--- config.mk ---
export PLATFORM = sky130hd
export DESIGN_NAME = eafm_fault_manager
export DESIGN_NICKNAME = d
export VERILOG_FILES = /design/src/hdl/eafm_pkg.sv /design/src/hdl/eafm_sw_if.sv /design/src/hdl/eafm_fault_manager.sv /design/src/hdl/eafm_press_timer.sv
export SDC_FILE = /design/constraint.sdc
export NUM_CORES = 1
export LEC_CHECK = 0
export BUFFER_PORTS_ARGS = -buffer_cell sky130_fd_sc_hd__buf_2
export CAP_MARGIN = 25
export CORE_MARGIN = 2
export CORE_UTILIZATION = 33
export DETAILED_ROUTE_END_ITERATION = 7
export GPL_ROUTABILITY_DRIVEN = 0
export MAX_ROUTING_LAYER = met4
export PLACE_DENSITY_LB_ADDON = 0.05
export SYNTH_ARGS = -nofsm -noshare
export SYNTH_HDL_FRONTEND = slang
export SYNTH_SLANG_ARGS = --single-unit
--- constraint.sdc ---
create_clock -name sys_clk -period 4.2 [get_ports sys_clk]
set_input_delay 0.21 -clock sys_clk [delete_from_list [all_inputs] [get_ports sys_clk]]
set_output_delay 0.21 -clock sys_clk [all_outputs]
set_load 0.005 [all_outputs]
--- src/hdl/eafm_pkg.sv ---
// Constants and types shared by the enclosure alarm and fault manager.
// Functional notes
// (RULE_01) Blower fail, removal, slowness, over-temperature are errors.
// (RULE_02) Forced high runs all blowers fast; failed or removed blowers are not driven high.
// (RULE_03) Setpoints arrive as whole Celsius, 0 to 49.
// (RULE_04) Any error drives working blowers high at once.
// (RULE_05) Over-temperature lights system and temperature fault.
// (RULE_06) Report every error and subsystem status upstream.
// (RULE_07) Bank loss or removal starts eight-minute countdown.
// (RULE_08) Any fault sounds alarm and lights switch lamp.
// (RULE_09) Alarm holds until corrected or press silences.
// (RULE_10) Press silences current faults; blower lamps show codes.
// (RULE_11) Re-sound after hour, new fault, or recurrence.
// (RULE_12) Five-second hold clears stored fault codes.
// (RULE_13) Presses never clear a live error condition.
// (RULE_14) In shutdown a press restores enclosure power.
// (RULE_15) Green OK when normal, amber on failure.
// (RULE_16) Countdown resets on recovery, flags timeout on expiry.
`default_nettype none

package eafm_pkg;

	// ----------------------------------------------------------------
	// Enclosure shape
	// ----------------------------------------------------------------
	localparam int NUM_BLOWERS = 8; // Blowers in the enclosure.
	localparam int NUM_BANKS = 2; // Blowers are grouped into equal banks.
	localparam int BANK_SIZE = NUM_BLOWERS / NUM_BANKS; // Blowers per bank.
	localparam int TEMP_W = 8; // Measured temperature, whole degrees Celsius.
	localparam int SETPT_W = 6; // Setpoint, whole degrees Celsius 0 to 49.

	// ----------------------------------------------------------------
	// Error vector layout
	// ----------------------------------------------------------------
	localparam int ERR_W = 6; // Width of the error code vector.
	localparam int ERR_FAIL = 0; // A blower has failed.
	localparam int ERR_REMOVED = 1; // A blower is removed.
	localparam int ERR_SLOW = 2; // A blower turns too slowly.
	localparam int ERR_INTAKE = 3; // Intake above its setpoint.
	localparam int ERR_EXHAUST = 4; // An exhaust sensor above its setpoint.
	localparam int ERR_POWER = 5; // Power fault.
	localparam logic [ERR_W-1:0] ERR_NONE = 6'h00; // Error vector after reset.

	// ----------------------------------------------------------------
	// Timing, clock at 250 MHz (4 ns period)
	// ----------------------------------------------------------------
	localparam longint unsigned CLK_HZ = 64'd250000000; // System clock rate.
	localparam longint unsigned COUNTDOWN_MIN = 64'd8; // Blower-loss countdown, minutes.
	localparam longint unsigned SILENCE_MIN = 64'd60; // Silence period, one hour.
	localparam longint unsigned HOLD_SEC = 64'd5; // Hold time that clears codes.
	localparam int CD_W = 37; // Countdown counter width.
	localparam int HOUR_W = 40; // Silence counter width.
	localparam int HOLD_W = 31; // Hold counter width.
	localparam logic [CD_W-1:0] CD_CYCLES = CD_W'(COUNTDOWN_MIN * 64'd60 * CLK_HZ);
	localparam logic [HOUR_W-1:0] HOUR_CYCLES = HOUR_W'(SILENCE_MIN * 64'd60 * CLK_HZ);
	localparam logic [HOLD_W-1:0] HOLD_CYCLES = HOLD_W'(HOLD_SEC * CLK_HZ);

	// Switch press classifier states.
	typedef enum logic [1:0] {
		SW_IDLE,
		SW_HELD,
		SW_LONG
	} eafm_sw_state_t;

endpackage : eafm_pkg

`default_nettype wire

--- src/hdl/eafm_sw_if.sv ---
// Interface carrying classified alarm switch presses to the manager.
`timescale 1ns/1ps
`default_nettype none

interface eafm_sw_if;
	logic short_press; // One-cycle pulse on release of a press shorter than the hold time.
	logic long_hold; // One-cycle pulse when the hold time is reached while pressed.

	modport timer (output short_press, output long_hold);
	modport mgr (input short_press, input long_hold);
endinterface : eafm_sw_if

`default_nettype wire

--- src/hdl/eafm_fault_manager.sv ---
// Top of the enclosure alarm and fault manager.
`timescale 1ns/1ps
`default_nettype none

module eafm_fault_manager
	import eafm_pkg::*;
#(
	parameter logic [CD_W-1:0] CD_CYC = CD_CYCLES,
	parameter logic [HOUR_W-1:0] HOUR_CYC = HOUR_CYCLES,
	parameter logic [HOLD_W-1:0] HOLD_CYC = HOLD_CYCLES
) (
	input wire logic sys_clk,
	input wire logic rst,
	input wire logic clk_en,
	input wire logic [NUM_BLOWERS-1:0] blower_failed,
	input wire logic [NUM_BLOWERS-1:0] blower_removed,
	input wire logic [NUM_BLOWERS-1:0] blower_slow,
	input wire logic [TEMP_W-1:0] intake_temp,
	input wire logic [TEMP_W-1:0] exhaust_a_temp,
	input wire logic [TEMP_W-1:0] exhaust_b_temp,
	input wire logic [SETPT_W-1:0] intake_setpoint,
	input wire logic [SETPT_W-1:0] exhaust_setpoint,
	input wire logic blower_speed_select,
	input wire logic power_fault,
	input wire logic other_component_failed,
	input wire logic controlled_shutdown,
	input wire logic alarm_switch,
	output logic [NUM_BLOWERS-1:0] blower_high,
	output logic audible_alarm,
	output logic switch_led,
	output logic system_fault_led,
	output logic temp_fault_led,
	output logic system_ok_led,
	output logic fault_led,
	output logic blower_led_codes,
	output logic [ERR_W-1:0] ctrl_error_code,
	output logic ctrl_subsys_ok,
	output logic ctrl_report,
	output logic [ERR_W-1:0] stored_fault_codes,
	output logic countdown_active,
	output logic countdown_timeout,
	output logic dc_power_restore
);

	// ----------------------------------------------------------------
	// Error detection
	// ----------------------------------------------------------------

	// Strictly above the setpoint counts as over-temperature.
	function automatic logic temp_over(input logic [TEMP_W-1:0] t,
		input logic [SETPT_W-1:0] sp);
		temp_over = t > {2'h0, sp};
	endfunction : temp_over

	logic [ERR_W-1:0] err_now; // Live error conditions this cycle.
	logic [NUM_BANKS-1:0] bank_dead; // Every blower of the bank has failed.
	logic cd_trigger; // Condition that runs the countdown.

	// Setpoints are trusted to be whole degrees in range. RULE_03
	always_comb begin
		err_now = ERR_NONE;
		err_now[ERR_FAIL] = |blower_failed; // RULE_01
		err_now[ERR_REMOVED] = |blower_removed; // RULE_01
		err_now[ERR_SLOW] = |blower_slow; // RULE_01
		err_now[ERR_INTAKE] = temp_over(intake_temp, intake_setpoint); // RULE_01
		err_now[ERR_EXHAUST] = temp_over(exhaust_a_temp, exhaust_setpoint)
			| temp_over(exhaust_b_temp, exhaust_setpoint); // RULE_01
		err_now[ERR_POWER] = power_fault;
	end

	// One bank-loss detector per bank.
	for (genvar b = 0; b < NUM_BANKS; b++) begin : g_bank
		assign bank_dead[b] = &blower_failed[b*BANK_SIZE +: BANK_SIZE];
	end

	assign cd_trigger = (|bank_dead) | (|blower_removed); // RULE_07

	// ----------------------------------------------------------------
	// Switch classifier
	// ----------------------------------------------------------------
	eafm_sw_if sw ();

	eafm_press_timer #(
		.HOLD_CYC(HOLD_CYC)
	) u_press (
		.sys_clk(sys_clk),
		.rst(rst),
		.clk_en(clk_en),
		.alarm_switch(alarm_switch),
		.sw(sw.timer)
	);

	// ----------------------------------------------------------------
	// Blower speed and indicators
	// ----------------------------------------------------------------
	logic [NUM_BLOWERS-1:0] high_reg, high_next; // Per-blower high speed.
	logic tfault_reg, tfault_next; // Temperature fault lamp.
	logic sfault_reg, sfault_next; // System fault lamp.
	logic ok_reg, ok_next; // Green system OK lamp.
	logic fault_reg, fault_next; // Amber fault lamp.

	// A failed or removed blower is not driven; the rest run fast on any error.
	always_comb begin
		for (int i = 0; i < NUM_BLOWERS; i++) begin
			high_next[i] = (blower_speed_select | (|err_now)) // RULE_02 RULE_04
				& ~blower_failed[i] & ~blower_removed[i];
		end
		tfault_next = err_now[ERR_INTAKE] | err_now[ERR_EXHAUST]; // RULE_05
		sfault_next = tfault_next; // RULE_05
		fault_next = (|err_now) | other_component_failed; // RULE_15
		ok_next = !fault_next; // RULE_15
	end

	// Indicator registers.
	always_ff @(posedge sys_clk or posedge rst) begin
		if (rst) begin
			high_reg <= '0;
			tfault_reg <= 1'b0;
			sfault_reg <= 1'b0;
			ok_reg <= 1'b0;
			fault_reg <= 1'b0;
		end else if (clk_en) begin
			high_reg <= high_next;
			tfault_reg <= tfault_next;
			sfault_reg <= sfault_next;
			ok_reg <= ok_next;
			fault_reg <= fault_next;
		end
	end

	// ----------------------------------------------------------------
	// Audible alarm, silencing and power restore
	// ----------------------------------------------------------------
	logic [ERR_W-1:0] mask_reg, mask_next; // Faults silenced by a press.
	logic [HOUR_W-1:0] hour_reg, hour_next; // Time spent silenced.
	logic alarm_reg, alarm_next; // Audible alarm and switch lamp.
	logic codes_reg, codes_next; // Blower lamps show fault codes.
	logic restore_reg, restore_next; // Power restore pulse.

	// Cleared faults drop out of the mask, so a recurrence sounds again.
	always_comb begin
		mask_next = mask_reg & err_now; // RULE_11
		hour_next = '0;
		restore_next = 1'b0;
		if (|mask_reg) begin
			if (hour_reg == HOUR_CYC - 1'b1) begin
				mask_next = ERR_NONE; // RULE_11
			end else begin
				hour_next = hour_reg + 1'b1;
			end
		end
		if (sw.short_press) begin
			if (controlled_shutdown) begin
				restore_next = 1'b1; // RULE_14
			end else begin
				mask_next = err_now; // RULE_10
				hour_next = '0;
			end
		end
		alarm_next = |(err_now & ~mask_next); // RULE_08 RULE_09 RULE_11
		codes_next = |mask_next; // RULE_10
	end

	// Alarm registers.
	always_ff @(posedge sys_clk or posedge rst) begin
		if (rst) begin
			mask_reg <= ERR_NONE;
			hour_reg <= '0;
			alarm_reg <= 1'b0;
			codes_reg <= 1'b0;
			restore_reg <= 1'b0;
		end else if (clk_en) begin
			mask_reg <= mask_next;
			hour_reg <= hour_next;
			alarm_reg <= alarm_next;
			codes_reg <= codes_next;
			restore_reg <= restore_next;
		end
	end

	// ----------------------------------------------------------------
	// Stored codes and controller report
	// ----------------------------------------------------------------
	logic [ERR_W-1:0] stored_reg, stored_next; // Fault code history.
	logic [ERR_W-1:0] cerr_reg, cerr_next; // Error code sent upstream.
	logic cok_reg, cok_next; // Subsystem status sent upstream.
	logic rep_reg, rep_next; // Report strobe on any change.

	// A hold wipes history but live conditions stay recorded.
	always_comb begin
		stored_next = stored_reg | err_now;
		if (sw.long_hold) begin
			stored_next = err_now; // RULE_12 RULE_13
		end
		cerr_next = err_now; // RULE_06
		cok_next = ok_next; // RULE_06
		rep_next = (err_now != cerr_reg) | (ok_next != cok_reg); // RULE_06
	end

	// Report registers.
	always_ff @(posedge sys_clk or posedge rst) begin
		if (rst) begin
			stored_reg <= ERR_NONE;
			cerr_reg <= ERR_NONE;
			cok_reg <= 1'b0;
			rep_reg <= 1'b0;
		end else if (clk_en) begin
			stored_reg <= stored_next;
			cerr_reg <= cerr_next;
			cok_reg <= cok_next;
			rep_reg <= rep_next;
		end
	end

	// ----------------------------------------------------------------
	// Blower-loss countdown
	// ----------------------------------------------------------------
	logic [CD_W-1:0] cd_reg, cd_next; // Countdown elapsed cycles.
	logic cact_reg, cact_next; // Countdown running.
	logic tout_reg, tout_next; // Countdown expired.

	// Timeout holds until the cause is removed; recovery restarts from zero.
	always_comb begin
		cd_next = '0;
		tout_next = 1'b0;
		cact_next = 1'b0;
		if (cd_trigger) begin
			tout_next = tout_reg;
			cd_next = cd_reg;
			if (tout_reg || cd_reg == CD_CYC - 1'b1) begin
				tout_next = 1'b1; // RULE_16
			end else begin
				cd_next = cd_reg + 1'b1; // RULE_07
				cact_next = 1'b1;
			end
		end
	end

	// Countdown registers.
	always_ff @(posedge sys_clk or posedge rst) begin
		if (rst) begin
			cd_reg <= '0;
			cact_reg <= 1'b0;
			tout_reg <= 1'b0;
		end else if (clk_en) begin
			cd_reg <= cd_next;
			cact_reg <= cact_next;
			tout_reg <= tout_next;
		end
	end

	// ----------------------------------------------------------------
	// Outputs, all straight from flip-flops
	// ----------------------------------------------------------------
	assign blower_high = high_reg;
	assign audible_alarm = alarm_reg;
	assign switch_led = alarm_reg; // RULE_08
	assign system_fault_led = sfault_reg;
	assign temp_fault_led = tfault_reg;
	assign system_ok_led = ok_reg;
	assign fault_led = fault_reg;
	assign blower_led_codes = codes_reg;
	assign ctrl_error_code = cerr_reg;
	assign ctrl_subsys_ok = cok_reg;
	assign ctrl_report = rep_reg;
	assign stored_fault_codes = stored_reg;
	assign countdown_active = cact_reg;
	assign countdown_timeout = tout_reg;
	assign dc_power_restore = restore_reg;

	// ----------------------------------------------------------------
	// Checks
	// ----------------------------------------------------------------
	property p_err_high;
		@(posedge sys_clk) disable iff (rst)
		clk_en && (|err_now) && !blower_failed[0] && !blower_removed[0] |=> blower_high[0];
	endproperty
	a_err_high: assert property (p_err_high) else $error("blower not forced high"); // RULE_04

	property p_temp_leds;
		@(posedge sys_clk) disable iff (rst)
		clk_en && temp_over(intake_temp, intake_setpoint)
			|=> temp_fault_led && system_fault_led;
	endproperty
	a_temp_leds: assert property (p_temp_leds) else $error("temp lamps off"); // RULE_05

	property p_report;
		@(posedge sys_clk) disable iff (rst)
		clk_en |=> ctrl_error_code == $past(err_now);
	endproperty
	a_report: assert property (p_report) else $error("report stale"); // RULE_06

	property p_alarm_on;
		@(posedge sys_clk) disable iff (rst)
		clk_en && (|err_now) && mask_reg == ERR_NONE && !sw.short_press
			|=> audible_alarm && switch_led;
	endproperty
	a_alarm_on: assert property (p_alarm_on) else $error("alarm silent on fault"); // RULE_08

	property p_alarm_off;
		@(posedge sys_clk) disable iff (rst)
		clk_en && err_now == ERR_NONE |=> !audible_alarm;
	endproperty
	a_alarm_off: assert property (p_alarm_off) else $error("alarm after fix"); // RULE_09

	property p_silence;
		@(posedge sys_clk) disable iff (rst)
		clk_en && sw.short_press && !controlled_shutdown && (|err_now)
			|=> !audible_alarm && blower_led_codes && fault_led;
	endproperty
	a_silence: assert property (p_silence) else $error("press did not silence"); // RULE_10

	property p_resound;
		@(posedge sys_clk) disable iff (rst)
		clk_en && (|mask_reg) && !sw.short_press && (|(err_now & ~mask_reg))
			|=> audible_alarm;
	endproperty
	a_resound: assert property (p_resound) else $error("new fault stayed silent"); // RULE_11

	property p_hold_clear;
		@(posedge sys_clk) disable iff (rst)
		clk_en && sw.long_hold |=> stored_fault_codes == $past(err_now);
	endproperty
	a_hold_clear: assert property (p_hold_clear) else $error("codes not cleared"); // RULE_12 RULE_13

	property p_restore;
		@(posedge sys_clk) disable iff (rst)
		// A silenced fault may still clear or time out here; only new silencing is barred.
		clk_en && sw.short_press && controlled_shutdown
			|=> dc_power_restore && (mask_reg & ~$past(mask_reg)) == ERR_NONE;
	endproperty
	a_restore: assert property (p_restore) else $error("no power restore"); // RULE_14

	property p_ok_amber;
		@(posedge sys_clk) disable iff (rst)
		clk_en && !rst ##1 1'b1 |-> system_ok_led != fault_led;
	endproperty
	a_ok_amber: assert property (p_ok_amber) else $error("ok and fault agree"); // RULE_15

	property p_cd_count;
		@(posedge sys_clk) disable iff (rst)
		clk_en && cd_trigger && !tout_reg && cd_reg != CD_CYC - 1'b1
			|=> cd_reg == $past(cd_reg) + 1'b1;
	endproperty
	a_cd_count: assert property (p_cd_count) else $error("countdown stalled"); // RULE_07

	property p_cd_reset;
		@(posedge sys_clk) disable iff (rst)
		clk_en && !cd_trigger |=> !countdown_timeout && cd_reg == '0;
	endproperty
	a_cd_reset: assert property (p_cd_reset) else $error("countdown not reset"); // RULE_16

endmodule : eafm_fault_manager

`default_nettype wire

--- src/hdl/eafm_press_timer.sv ---
// Alarm control switch press classifier: momentary press versus long hold.
`timescale 1ns/1ps
`default_nettype none

module eafm_press_timer
	import eafm_pkg::*;
#(
	parameter logic [HOLD_W-1:0] HOLD_CYC = HOLD_CYCLES
) (
	input wire logic sys_clk,
	input wire logic rst,
	input wire logic clk_en,
	input wire logic alarm_switch,
	eafm_sw_if.timer sw
);

	// ----------------------------------------------------------------
	// Press state machine
	// ----------------------------------------------------------------
	eafm_sw_state_t state_reg, state_next; // Classifier state.
	logic [HOLD_W-1:0] cnt_reg, cnt_next; // Cycles the switch has been held.
	logic short_reg, short_next; // Momentary press pulse.
	logic long_reg, long_next; // Long hold pulse.

	// A long hold never also yields a momentary press on release.
	always_comb begin
		state_next = state_reg;
		cnt_next = cnt_reg;
		short_next = 1'b0;
		long_next = 1'b0;
		case (state_reg)
			SW_IDLE: begin
				cnt_next = '0;
				if (alarm_switch) begin
					state_next = SW_HELD;
				end
			end
			SW_HELD: begin
				if (!alarm_switch) begin
					short_next = 1'b1;
					state_next = SW_IDLE;
				end else if (cnt_reg == HOLD_CYC - 1'b1) begin
					long_next = 1'b1; // RULE_12
					state_next = SW_LONG;
				end else begin
					cnt_next = cnt_reg + 1'b1;
				end
			end
			SW_LONG: begin
				if (!alarm_switch) begin
					state_next = SW_IDLE;
				end
			end
			default: begin
				state_next = SW_IDLE;
			end
		endcase
	end

	// Registers only; the clock enable freezes everything.
	always_ff @(posedge sys_clk or posedge rst) begin
		if (rst) begin
			state_reg <= SW_IDLE;
			cnt_reg <= '0;
			short_reg <= 1'b0;
			long_reg <= 1'b0;
		end else if (clk_en) begin
			state_reg <= state_next;
			cnt_reg <= cnt_next;
			short_reg <= short_next;
			long_reg <= long_next;
		end
	end

	assign sw.short_press = short_reg;
	assign sw.long_hold = long_reg;

	// A long hold pulse is never followed by a momentary press pulse, even on release.
	property p_hold_no_short;
		@(posedge sys_clk) disable iff (rst)
		state_reg == SW_LONG |=> !short_reg;
	endproperty
	a_hold_no_short: assert property (p_hold_no_short) else $error("hold also gave press"); // RULE_12

endmodule : eafm_press_timer

`default_nettype wire

==> impl_metrics.yaml <==
status:
  status: "completed"
worst_setup_path:
  worstPathArrival_ns: 3.54
  path_max_fanout: 7
  critPathKind: "primary input to flip-flop"
  path_common_cell: "dlygate4sd3_1"
  critPathBufInv: 4
  path_cells: "dlygate4sd3_1 -> buf_2 -> nor4_1 -> nand2_1 -> or3_1 -> o41ai_2 -> buf_4 -> o32ai_1 -> dlygate4sd3_1"
  startpoint_type: "primary input"
  slowest_delay_ns: 0.66
  cp_top_family: "buffers and inverters"
  slowest_stage: "nor4_1"
  end_kind: "flip-flop"
  crit_required_ns: 4.51
route:
  avgRoutedWirePerCell_microns: 15.99
  dr_wl_met3_microns: 770
  dr.first_iter.drc_count: 366
  detail-route-antenna-nets: 0
  top_layer_used: "met4"
  wl_met2_mm: 9.852
  drt_first_pass_iters: 8
  via_count: 6835
  viasPerCell: 5.139
  wl_met1_mm: 10.38
  routed_wirelength_mm: 21.26
  drc: 0
sta:
  setup_viol: 0
  final_hold_viol_count: 0
  fmax_mhz: 309.7
  final_max_slew_viol_count: 0
  whs_ns: 0.01926
  slew-limit-headroom_pct: 43.54
  fin_crit_sh_pct: 76.88
  period_needed_ns: 3.229
  clock_skew_ns: 0.01493
  rsz0062_at_grt: "no"
  setup_tns_ns: 0
  worstMarginPinSlew_ns: 0.8392
synthesis:
  ys_seq_elements: 147
  synthFlopType: "dfrtp_1"
  synth_most_common_cell: "dfrtp_1"
  synth_xor_area_share_pct: 7.791
  yosys.area_share.adder_pct: 3.246
  synth_common_cells: "dfrtp_1 (147), nor2_1 (92), nand2_1 (77), o21ai_0 (75), inv_1 (50)"
  synth_top_area_cell: "dfrtp_1"
  syn_area_per_cell_sq_um: 9.033
  syn_inst: 896
  synth_fp_nets: 985
  synthesis.area_sq_um: 8094
  yosysWarnings: 0
  yosysSeqAreaShare_pct: 45.45
  yosys.area_share.simple_pct: 24.55
  synthDistinctLibCells: 58
  synth_compound_area_share_pct: 13.60
  synth_top_family_by_area: "simple AND/OR/NAND/NOR gates"
  yosys-top-cells-area: "dfrtp_1 (45%), o21ai_0 (4.6%), nor2_1 (4.3%)"
  async_flop_share_pct: 100.0
  synth.area.mux_share_pct: 0.8038
  netlist.area_leader.share_pct: 45.45
  synth_edf_count: 0
place:
  place_hpwl_mm: 14.96
  io_buffers: 99
die:
  io_pins: 100
  die_y_microns: 160.6
  rows: 57
  fp.coreArea_sq_um: 24180
  die_area_sq_um: 25800
  start_util_pct: 33.48
  die_w_microns: 160.6
finish:
  final_util_pct: 39.67
  nNetsFinal: 1082
  drive_gt1_share_pct: 16.00
  largest_reg_flops: 40
  syn2layout_area_growth_pct: 18.49
  diodes: 0
clocking:
  cts_tree: "yes"
  clkTransAtPathRegs_ns: 0.07
  cts.sinks: 147
  ctsLongestPathBuffers: 2
  cts-buffers-inserted: 17
  root_buffer: "clkbuf_16"
  clk_latency_ns: 0.43
  htreeDepth: 4
power_and_ir_drop:
  seqPwrFrac_pct: 45.5
  swShare_pct: 29.17
  intPower_uw: 2550
  clkPwrFrac_pct: 42.6
  ir_worst_vdd_v: 0.0002470
  power.switching_uw: 1050
  pwr-share-comb_pct: 11.9
  p_per_area_nw_per_um2: 375.4
  p_leak_uw: 0.004079
global_route:
  grt.overflow.total: 0
  grt_max_degree: 100
  grt_util_all_layers_pct: 17.69
  grt_pass1_wl_mm: 35.83
  antenna_found_initial: 0
  grt_pass1_vias: 6828
job:
  cap_viol_max_count: 0
hold_path:
  min_path_type: "primary input to flip-flop"
## worst register-to-register path: cells and delay by family (launching register included)
| family | cells | cell delay (ns) |
|---|---|---|
| simple gates | 3 | 1.53 |
| compound gates | 3 | 0.87 |
| flops | 1 | 0.40 |
| fa+ha+maj | 1 | 0.20 |
## through the flow
stage	cell area [sq um]	total power, uW	setup slack [ns]	std cells
floorplan	8094	1926	0.03866	896
global placement	8920	2098	1.123	1291
detailed placement	8920	2094	1.084	1291
CTS	9553	3658	0.9081	1328
global route	9590	3804	0.7037	1330
finish	9590	3600	0.9711	1330
## final timing paths
check	start	endpoint	slack [ns]	cells after the start
worst max-delay path	blower_removed[5]	blower_high[4]$_DFFE_PP0P_	0.97	9
worst min-delay path	blower_failed[6]	blower_high[6]$_DFFE_PP0P_	0.02	2
worst max register to register	cd_reg[0]$_DFFE_PP0P_	cd_reg[20]$_DFFE_PP0P_	1.10	7
worst min register to register	stored_fault_codes[3]$_DFFE_PP0P_	stored_fault_codes[3]$_DFFE_PP0P_	0.48	2
max in group asynchronous	rst	u_press.cnt_reg[5]$_DFFE_PP0P_	2.81	5
min in group asynchronous	rst	u_press.cnt_reg[26]$_DFFE_PP0P_	0.30	3
## kinds of logic (layout without fill, tap and decap cells)
kind of cell / Yosys count / in the layout
simple gates: 387 / 387
compound gates: 173 / 173
flops: 147 / 147
buf+inv: 90 / 200
xor+xnor: 72 / 72
fa+ha+maj: 21 / 21
mux: 6 / 6
## power groups by stage
| stage | logic [uW] | clock network [uW] | registers, uW |
|---|---|---|---|
| global route | 498 | 1650 | 1660 |
| finish | 428 | 1530 | 1640 |
| CTS | 435 | 1580 | 1640 |
| global placement | 432 | 0 | 1670 |
| detailed placement | 430 | 0 | 1660 |
| floorplan | 295 | 0 | 1630 |
## layout make-up
cell class                      instances  area [sq um]
Timing Repair Buffer                  118         673.1
Multi-Input combinational cell        659          4058
Clock buffer                           17         425.4
Clock inverter                         15         157.7
Sequential cell                       147          3679
Tap cell                              324         405.4
Fill cell                            2471         14590
Inverter                               50         192.7
## cell usage in the layout, fill, tap and decap left out, types with 4 or more instances in the layout
cell	count
a21oi_1	27
nand4_1	36
or4_1	6
buf_4	12
clkinvlp_4	4
mux2_2	4
inv_8	4
xor2_1	38
buf_2	99
nor2b_1	5
nand2b_1	6
dfrtp_1	147
nor4_1	21
o31ai_1	6
dlygate4sd3_1	6
o32ai_1	8
inv_1	49
nor2_1	90
a21o_1	7
a2111oi_0	8
nor3_1	30
nand2_1	77
a211oi_1	9
ha_1	21
and3_1	12
or3_1	19
inv_6	7
o211ai_1	4
o21ai_0	75
nand3_1	49
a31oi_1	4
clkbuf_16	17
and2_1	6
a22o_1	10
and4_1	7
xnor2_1	34
## routing by layer
| layer | up-vias | global-route usage [%] |
|---|---|---|
| li1 | 3429 | - |
| met1 | 3275 | 23.39 |
| met2 | 119 | 28.04 |
| met3 | 12 | 3.461 |
| met4 | 0 | 4.341 |
| met5 | - | - |
## what timing repair did
item,in CTS,in global routing
hold endpoints to repair,4,27
resized for setup,0,0
setup endpoints to repair,0,0
hold buffers,5,1
setup buffers,0,0
(Power assumes the default switching activity.)
